## src/ninth_bit_consts.svh

```systemverilog
`ifndef NINTH_BIT_CONSTS_SVH
`define NINTH_BIT_CONSTS_SVH

// Serial control bit that enables continuous transfer
`define CONT_XFER_BIT 4
// Position of the carry flag inside the status word
`define PSW_FLAG_BIT 1
// Ninth bit seen on a register that has none
`define PLAIN_NINTH 1'b1
// Reset values
`define FLAG_RESET 1'b0
`define WAIT_RESET 1'b0
`define PERIPH_RUN_RESET 1'b0
// Increment and decrement steps
`define STEP9 9'h001
`define STEP17 17'h00001
// Byte values that produce a carry or borrow out of the low byte
`define BYTE_ALL_ONES 8'hff
`define BYTE_ZERO 8'h00

`endif

```

## src/ninth_bit_pkg.sv

```systemverilog
package ninth_bit_pkg;

	typedef enum logic [4:0] {
		op_none,
		load_byte,
		load_word,
		store_byte,
		store_word,
		move_byte,
		stack_save_imm,
		stack_save_byte,
		stack_save_word,
		stack_save_psw,
		stack_save_pair,
		stack_restore_byte,
		stack_restore_word,
		stack_restore_psw,
		stack_restore_pair,
		add_one_byte,
		sub_one_byte,
		count_down_branch_zero,
		count_down_branch_nonzero,
		add_one_word,
		sub_one_word,
		multiply_24bit,
		divide_24bit
	} op_type;

	typedef struct packed {
		logic ninth;
		logic [7:0] data;
	} loc9_type;

	typedef struct packed {
		logic valid;
		op_type op;
		loc9_type lo;
		loc9_type hi;
		logic lo_plain;
		logic hi_plain;
		logic to_psw;
	} req_type;

	typedef struct packed {
		logic valid;
		logic wr_lo;
		logic wr_hi;
		loc9_type lo;
		loc9_type hi;
		logic flag_we;
		logic flag;
		logic branch;
	} res_type;

endpackage

```

## src/ninth_bit_and_wait_control.sv

```systemverilog
`include "ninth_bit_consts.svh"

module ninth_bit_and_wait_control (
	input wire logic ref_clk,
	input wire logic rstn,
	input wire logic [7:0] serial0_control_reg,
	input wire logic serial_channel_zero_busy,
	input wire logic serial_byte_req,
	input wire logic clock_stopped_idle,
	input wire logic deep_standby_mode,
	input wire ninth_bit_pkg::req_type instr_req,
	output ninth_bit_pkg::res_type result_q,
	output logic ninth_bit_carry_flag_q,
	output logic cpu_stall_q,
	output logic ram_xfer_q,
	output logic periph_run_q
);

	////////////////////////////////////////////////////////////////////////
	// Datapath function

	function automatic ninth_bit_pkg::res_type execute(
		input ninth_bit_pkg::req_type rq,
		input logic flag);
		ninth_bit_pkg::res_type r;
		logic lo_n;
		logic hi_n;
		logic [8:0] v9;
		logic [16:0] v17;
		r = '0;
		// Plain registers have no ninth bit storage
		lo_n = rq.lo_plain ? `PLAIN_NINTH : rq.lo.ninth;
		hi_n = rq.hi_plain ? `PLAIN_NINTH : rq.hi.ninth;
		v9 = '0;
		v17 = '0;
		r.valid = rq.valid;
		r.lo = rq.lo;
		r.hi = rq.hi;
		r.flag = flag;
		case (rq.op)
			ninth_bit_pkg::load_byte: begin
				r.flag_we = 1'b1;
				r.flag = lo_n;
			end
			ninth_bit_pkg::load_word: begin
				r.flag_we = 1'b1;
				r.flag = hi_n;
			end
			ninth_bit_pkg::store_byte, ninth_bit_pkg::move_byte: begin
				r.wr_lo = 1'b1;
				r.lo.ninth = flag;
			end
			ninth_bit_pkg::store_word: begin
				r.wr_lo = 1'b1;
				r.wr_hi = 1'b1;
				r.lo.ninth = flag;
				r.hi.ninth = flag;
			end
			ninth_bit_pkg::stack_save_imm, ninth_bit_pkg::stack_save_psw: begin
				r.wr_lo = 1'b1;
				r.lo.ninth = flag;
			end
			ninth_bit_pkg::stack_save_pair: begin
				r.wr_lo = 1'b1;
				r.wr_hi = 1'b1;
				r.lo.ninth = flag;
				r.hi.ninth = flag;
			end
			ninth_bit_pkg::stack_save_byte: begin
				r.wr_lo = 1'b1;
				r.lo.ninth = lo_n;
				r.flag_we = 1'b1;
				r.flag = lo_n;
			end
			ninth_bit_pkg::stack_save_word: begin
				r.wr_lo = 1'b1;
				r.wr_hi = 1'b1;
				r.lo.ninth = lo_n;
				r.hi.ninth = hi_n;
				r.flag_we = 1'b1;
				r.flag = hi_n;
			end
			ninth_bit_pkg::stack_restore_byte: begin
				r.wr_lo = 1'b1;
				r.lo.ninth = lo_n;
				r.flag_we = 1'b1;
				r.flag = rq.to_psw ? rq.lo.data[`PSW_FLAG_BIT] : lo_n;
			end
			ninth_bit_pkg::stack_restore_word: begin
				r.wr_lo = 1'b1;
				r.wr_hi = 1'b1;
				r.lo.ninth = lo_n;
				r.hi.ninth = hi_n;
				r.flag_we = 1'b1;
				r.flag = rq.to_psw ? rq.hi.data[`PSW_FLAG_BIT] : hi_n;
			end
			ninth_bit_pkg::stack_restore_psw: begin
				// Stacked ninth bit is ignored here
				r.flag_we = 1'b1;
				r.flag = rq.lo.data[`PSW_FLAG_BIT];
			end
			ninth_bit_pkg::stack_restore_pair: begin
				r.flag_we = 1'b1;
				r.flag = hi_n;
			end
			ninth_bit_pkg::add_one_byte: begin
				v9 = {lo_n, rq.lo.data} + `STEP9;
				r.wr_lo = 1'b1;
				r.lo = v9;
				r.flag_we = 1'b1;
				r.flag = v9[8];
			end
			ninth_bit_pkg::sub_one_byte, ninth_bit_pkg::count_down_branch_zero,
			ninth_bit_pkg::count_down_branch_nonzero: begin
				v9 = {lo_n, rq.lo.data} - `STEP9;
				r.wr_lo = 1'b1;
				r.lo = v9;
				r.flag_we = 1'b1;
				r.flag = v9[8];
				// Branch test ignores the ninth bit
				if (rq.op == ninth_bit_pkg::count_down_branch_zero) begin
					r.branch = (v9[7:0] == `BYTE_ZERO);
				end else if (rq.op == ninth_bit_pkg::count_down_branch_nonzero) begin
					r.branch = (v9[7:0] != `BYTE_ZERO);
				end
			end
			ninth_bit_pkg::add_one_word: begin
				v17 = {hi_n, rq.hi.data, rq.lo.data} + `STEP17;
				r.wr_lo = 1'b1;
				r.wr_hi = 1'b1;
				r.lo.data = v17[7:0];
				r.lo.ninth = (rq.lo.data == `BYTE_ALL_ONES);
				r.hi = v17[16:8];
				r.flag_we = 1'b1;
				r.flag = v17[16];
			end
			ninth_bit_pkg::sub_one_word: begin
				v17 = {hi_n, rq.hi.data, rq.lo.data} - `STEP17;
				r.wr_lo = 1'b1;
				r.wr_hi = 1'b1;
				r.lo.data = v17[7:0];
				r.lo.ninth = ~(rq.lo.data == `BYTE_ZERO);
				r.hi = v17[16:8];
				r.flag_we = 1'b1;
				r.flag = v17[16];
			end
			ninth_bit_pkg::multiply_24bit, ninth_bit_pkg::divide_24bit: begin
				r.wr_lo = 1'b1;
				r.wr_hi = 1'b1;
				r.lo.ninth = 1'b1;
				r.hi.ninth = 1'b1;
			end
			default: begin
				r.valid = rq.valid;
			end
		endcase
		return r;
	endfunction

	////////////////////////////////////////////////////////////////////////
	// Wait insertion

	logic pend_q;
	logic pend_d;
	logic wait_d;
	logic low_power;
	logic new_req;
	logic accept;
	ninth_bit_pkg::res_type res_d;
	logic flag_d;

	assign low_power = clock_stopped_idle | deep_standby_mode;
	assign new_req = serial_byte_req & serial_channel_zero_busy
		& serial0_control_reg[`CONT_XFER_BIT];
	// A request landing during a wait is held and served later, unless low power clears it
	assign wait_d = (pend_q | new_req) & ~cpu_stall_q & ~low_power;
	// A request served at once must not stay pending, or it would raise a second wait
	assign pend_d = ~low_power & ((pend_q & (~wait_d | new_req)) | (new_req & ~wait_d));
	// Instructions wait while stalled; the caller keeps the request steady
	assign accept = instr_req.valid & ~cpu_stall_q;
	assign res_d = execute(instr_req, ninth_bit_carry_flag_q);
	assign flag_d = (accept & res_d.flag_we) ? res_d.flag : ninth_bit_carry_flag_q;

	always_ff @(posedge ref_clk or negedge rstn) begin
		if (!rstn) begin
			pend_q <= 1'b0;
			cpu_stall_q <= `WAIT_RESET;
			ram_xfer_q <= `WAIT_RESET;
			periph_run_q <= `PERIPH_RUN_RESET;
		end else begin
			pend_q <= pend_d;
			cpu_stall_q <= wait_d;
			ram_xfer_q <= wait_d;
			// Peripheral run ignores the stall on purpose
			periph_run_q <= ~low_power;
		end
	end

	always_ff @(posedge ref_clk or negedge rstn) begin
		if (!rstn) begin
			result_q <= '0;
			ninth_bit_carry_flag_q <= `FLAG_RESET;
		end else begin
			result_q <= accept ? res_d : '0;
			ninth_bit_carry_flag_q <= flag_d;
		end
	end
endmodule

```

## config.mk

```make
export PLATFORM = sky130hd
export DESIGN_NAME = ninth_bit_and_wait_control
export DESIGN_NICKNAME = d
export VERILOG_FILES = /design/src/ninth_bit_pkg.sv /design/src/ninth_bit_and_wait_control.sv
export VERILOG_INCLUDE_DIRS = /design/src
export SDC_FILE = /design/constraint.sdc
export NUM_CORES = 1
export LEC_CHECK = 0
export BUFFER_PORTS_ARGS = -buffer_cell sky130_fd_sc_hd__buf_2
export CAP_MARGIN = 40
export CORE_MARGIN = 3
export CORE_UTILIZATION = 53
export CTS_CLUSTER_SIZE = 8
export DETAILED_ROUTE_END_ITERATION = 8
export GPL_TIMING_DRIVEN = 0
export HOLD_SLACK_MARGIN = 0.15
export PLACE_DENSITY = 0.81
export RECOVER_POWER = 100
export SLEW_MARGIN = 20
export SYNTH_ARGS = -nofsm -noshare
export SYNTH_HDL_FRONTEND = slang
export SYNTH_SLANG_ARGS = --single-unit
```

## constraint.sdc

```tcl
create_clock -name ref_clk -period 1.5 [get_ports ref_clk]
set_input_delay 0.075 -clock ref_clk [delete_from_list [all_inputs] [get_ports ref_clk]]
set_output_delay 0.075 -clock ref_clk [all_outputs]
set_load 0.02 [all_outputs]
```

==> out/qor.txt <==
Antenna cells = 0
Most frequent cells in the layout = clkbuf_1 (32), dfrtp_1 (28), buf_2 (23), nor2_1 (23), a21oi_1 (15)
First-pass GRT wire length = 11400 um
Via count = 2738
Slew HR = 0.5323
Post-layout nets = 414
Starting Density = 0.5721
Clock power frac = 0.289
EDFF count, synth = 0
CTS sink cnt = 28
CTS tree = done
Total track usage = 0.2654
# rows = 23
DRC = 0
Post-DP HPWL = 4776 um
Vias in the first global route = 2404
Commonest non-fill, non-tap cell in the layout = clkbuf_1
Fraction of layout cells with a size suffix above 1 = 0.2927
Maximum clock frequency = 0.6489 GHz
Final-report max-slew violation count = 0
Cell Area, Synth = 2387 sq um
CTS Root Cell = clkbuf_8
Worst setup skew after layout = 0.005769 ns
Maximum vdd drop = 546.5 uV
Iteration-0 DRC Markers = 363
Top Ports = 69
Inst Count DP = 394
Die Span Y = 73.12 um
Tightest Pin Transition = 0.7016 ns
Setup slack after layout = -0.04115 ns
Power Dens Cells = 655.9 nW/um^2
Worst-path clk slew = 0.11 ns
Final Setup Violations = 5
Int Pwr = 1.427 mW
Buffers on Ports = 51
Largest net degree at the start of global routing = 29
Worst Setup Start Kind = input port
Final hold vios = 0
Core Area = 4173 sq um
Total CTS buffers = 3
Critical Path, Cell by Cell = buf_12 > or4_4 > nor4_4 > and3_1 > nor3_2 > buf_4 > a221oi_2
Post-synth cell types = 66
CP max stage delay = 0.56 ns
Critical Path RT = 1.69 ns
Sw power = 693.6 uW
Synthesized instance count = 293
Outcome = finished, violations left
Synth Register Bits = 28
Fin cells = 419
Post-Route WL = 7761 um
Buf/Inv on CP = 2
CP Capture Type = flip-flop
Switching Fraction = 0.3271
DIE AREA = 5346 sq um
Main synth FF type = dfrtp_1
Avg WL per Cell = 18.52 um
Crit path arrival time = 1.73 ns
Clock period minus final worst setup slack = 1.541 ns
Combinational share of power = 0.319
Critical path's slowest cell = or4_4
Max cap viols = 0
Antenna Nets Post-Route = 0
H-Tree Depth = 1
Area growth, synth to finish = 35.43%
Flop pwr share = 0.392
Setup Crit Path Kind = in2reg
Synthesized Nets = 337
Crit path max-delay family = simple AND/OR/NAND/NOR gates
TritonRoute pass-1 iters = 5
Leakage = 1.312 nW
CTS max path bufs = 2
GRT overflow = 0
Violated checks = setup timing
Seq/Total Area, Yosys = 0.2935
Critical path peak fanout = 10
Yosys warns = 0
Die width = 73.12 um
Tightest Hold Check Type = in2reg
Unrepaired setup endpoints after global routing = yes
Hold Worst Slack = 0.1348 ns
Via density = 6.535
Avg Synthesized Cell Area = 8.148 sq um
Final period utilization = 1.027
Worst-Skew Late Latency = 0.28 ns
Post-synth ARST share = 1.000
Gpl congestion = 0.9648
Initial antenna violation count = 0
-- path summary, 6_finish.rpt --
check                                        from                endpoint  slack (ns)  cells after the start
max reg2reg                            ram_xfer_q            result_q[14]        0.12                      5
min in group asynchronous                    rstn              ram_xfer_q        0.39                      2
min reg2reg                ninth_bit_carry_flag_q  ninth_bit_carry_flag_q        0.69                      2
max                                  instr_req[3]            result_q[11]       -0.04                      7
min                                  instr_req[6]             result_q[6]        0.13                      3
max in group asynchronous                    rstn            result_q[12]        0.66                      2
-- flip-flops by register name (all words and copies together) (netlist names) --
register / count
ninth_bit_carry_flag_q: 1
pend_q: 1
periph_run_q: 1
ram_xfer_q: 1
result_q: 24
-- tightest hold or removal path: cells and delay by family --
kind / cells / cell delay [ns]
and+or+nand+nor: 1 / 0.13
buffers and inverters: 1 / 0.10
AOI/OAI and AO/OA: 1 / 0.05
-- synth_stat cells (all sizes together), types with 5 or more instances --
cell     n  area [sq um]
dfrtp   28         700.7
nor2    27         101.4
nor3    18         100.1
a21oi   17         85.08
nand2   16         60.06
o21ai   15         75.07
clkbuf  14         52.55
buf     13         91.33
nor4    13         115.1
inv     10         37.54
xor2     9         78.83
nand3    7         35.03
or4      7         63.81
nand2b   6         37.54
a22oi    5         37.54
a31oi    5         31.28
and3     5         31.28
nand4    5         37.53
o211ai   5         37.54
-- power groups by stage --
stage          Clock [mW]  Sequential (mW)  Combinational, mW
6_report            0.612            0.831              0.678
5_1_grt             0.638            0.839              0.731
4_1_cts             0.607            0.828              0.635
3_5_place_dp            0            0.843              0.582
3_3_place_gp            0            0.843              0.571
2_1_floorplan           0            0.912              0.320
-- cells by family (layout without fill, tap and decap cells) --
kind of cell / count (synthesis) / count (layout) / share of synthesized area
and+or+nand+nor: 133 / 133 / 0.3307
AOI/OAI and AO/OA: 75 / 75 / 0.2196
buffers and inverters: 37 / 113 / 0.07599
DFF: 28 / 28 / 0.2935
xor gates and xnor gates: 13 / 13 / 0.04769
adders and majority gates: 4 / 4 / 0.01992
muxes: 3 / 3 / 0.01258
-- layout make-up --
cell class                      instances  area (sq um)
Inverter                               10         62.56
Clock buffer                            3         41.29
Tap cell                               50         62.56
Clock inverter                          1         30.03
Timing Repair Buffer                   76         491.7
Multi-Input combinational cell        228          1674
Buffer                                 23         170.2
Sequential cell                        28         700.7
Fill cell                             282         939.7
-- metal layers --
layer / routed length [um] / vias to the layer above / share of wire / track usage
met3: 709 / 36 / 0.091 / 0.03306
met1: 3124 / 1273 / 0.40 / 0.3585
met2: 3651 / 188 / 0.47 / 0.4330
met5: 0 / - / 0 / 0
met4: 276 / 0 / 0.036 / 0.09426
li1: - / 1241 / - / -
-- stage by stage --
| step | setup TNS [ns] | utilization | cell area (sq um) | worst slack [ns] | total power, mW |
|---|---|---|---|---|---|
| after floorplan | -0.7026 | - | 2462 | -0.1838 | 1.233 |
| after detailed placement | -7.013 | 0.6663 | 2780 | -0.4898 | 1.425 |
| after global routing | -0.4161 | 0.7748 | 3233 | -0.1134 | 2.208 |
| after CTS | -0.01030 | 0.7427 | 3099 | -0.01030 | 2.070 |
| final | -0.1398 | 0.7748 | 3233 | -0.04115 | 2.121 |
| after global placement | -6.356 | 0.6663 | 2780 | -0.4431 | 1.414 |
-- what timing repair did --
| action | in CTS | in global routing |
|---|---|---|
| setup endpoints to repair | 20 | 12 |
| resized for setup | 31 | 31 |
| hold endpoints to repair | 38 | 0 |
| pin swaps | 9 | 12 |
| setup buffers | 10 | 4 |
| cloned | 0 | 1 |
| hold buffers | 11 | 0 |
Note: power is estimated with default switching activity, not from simulation.
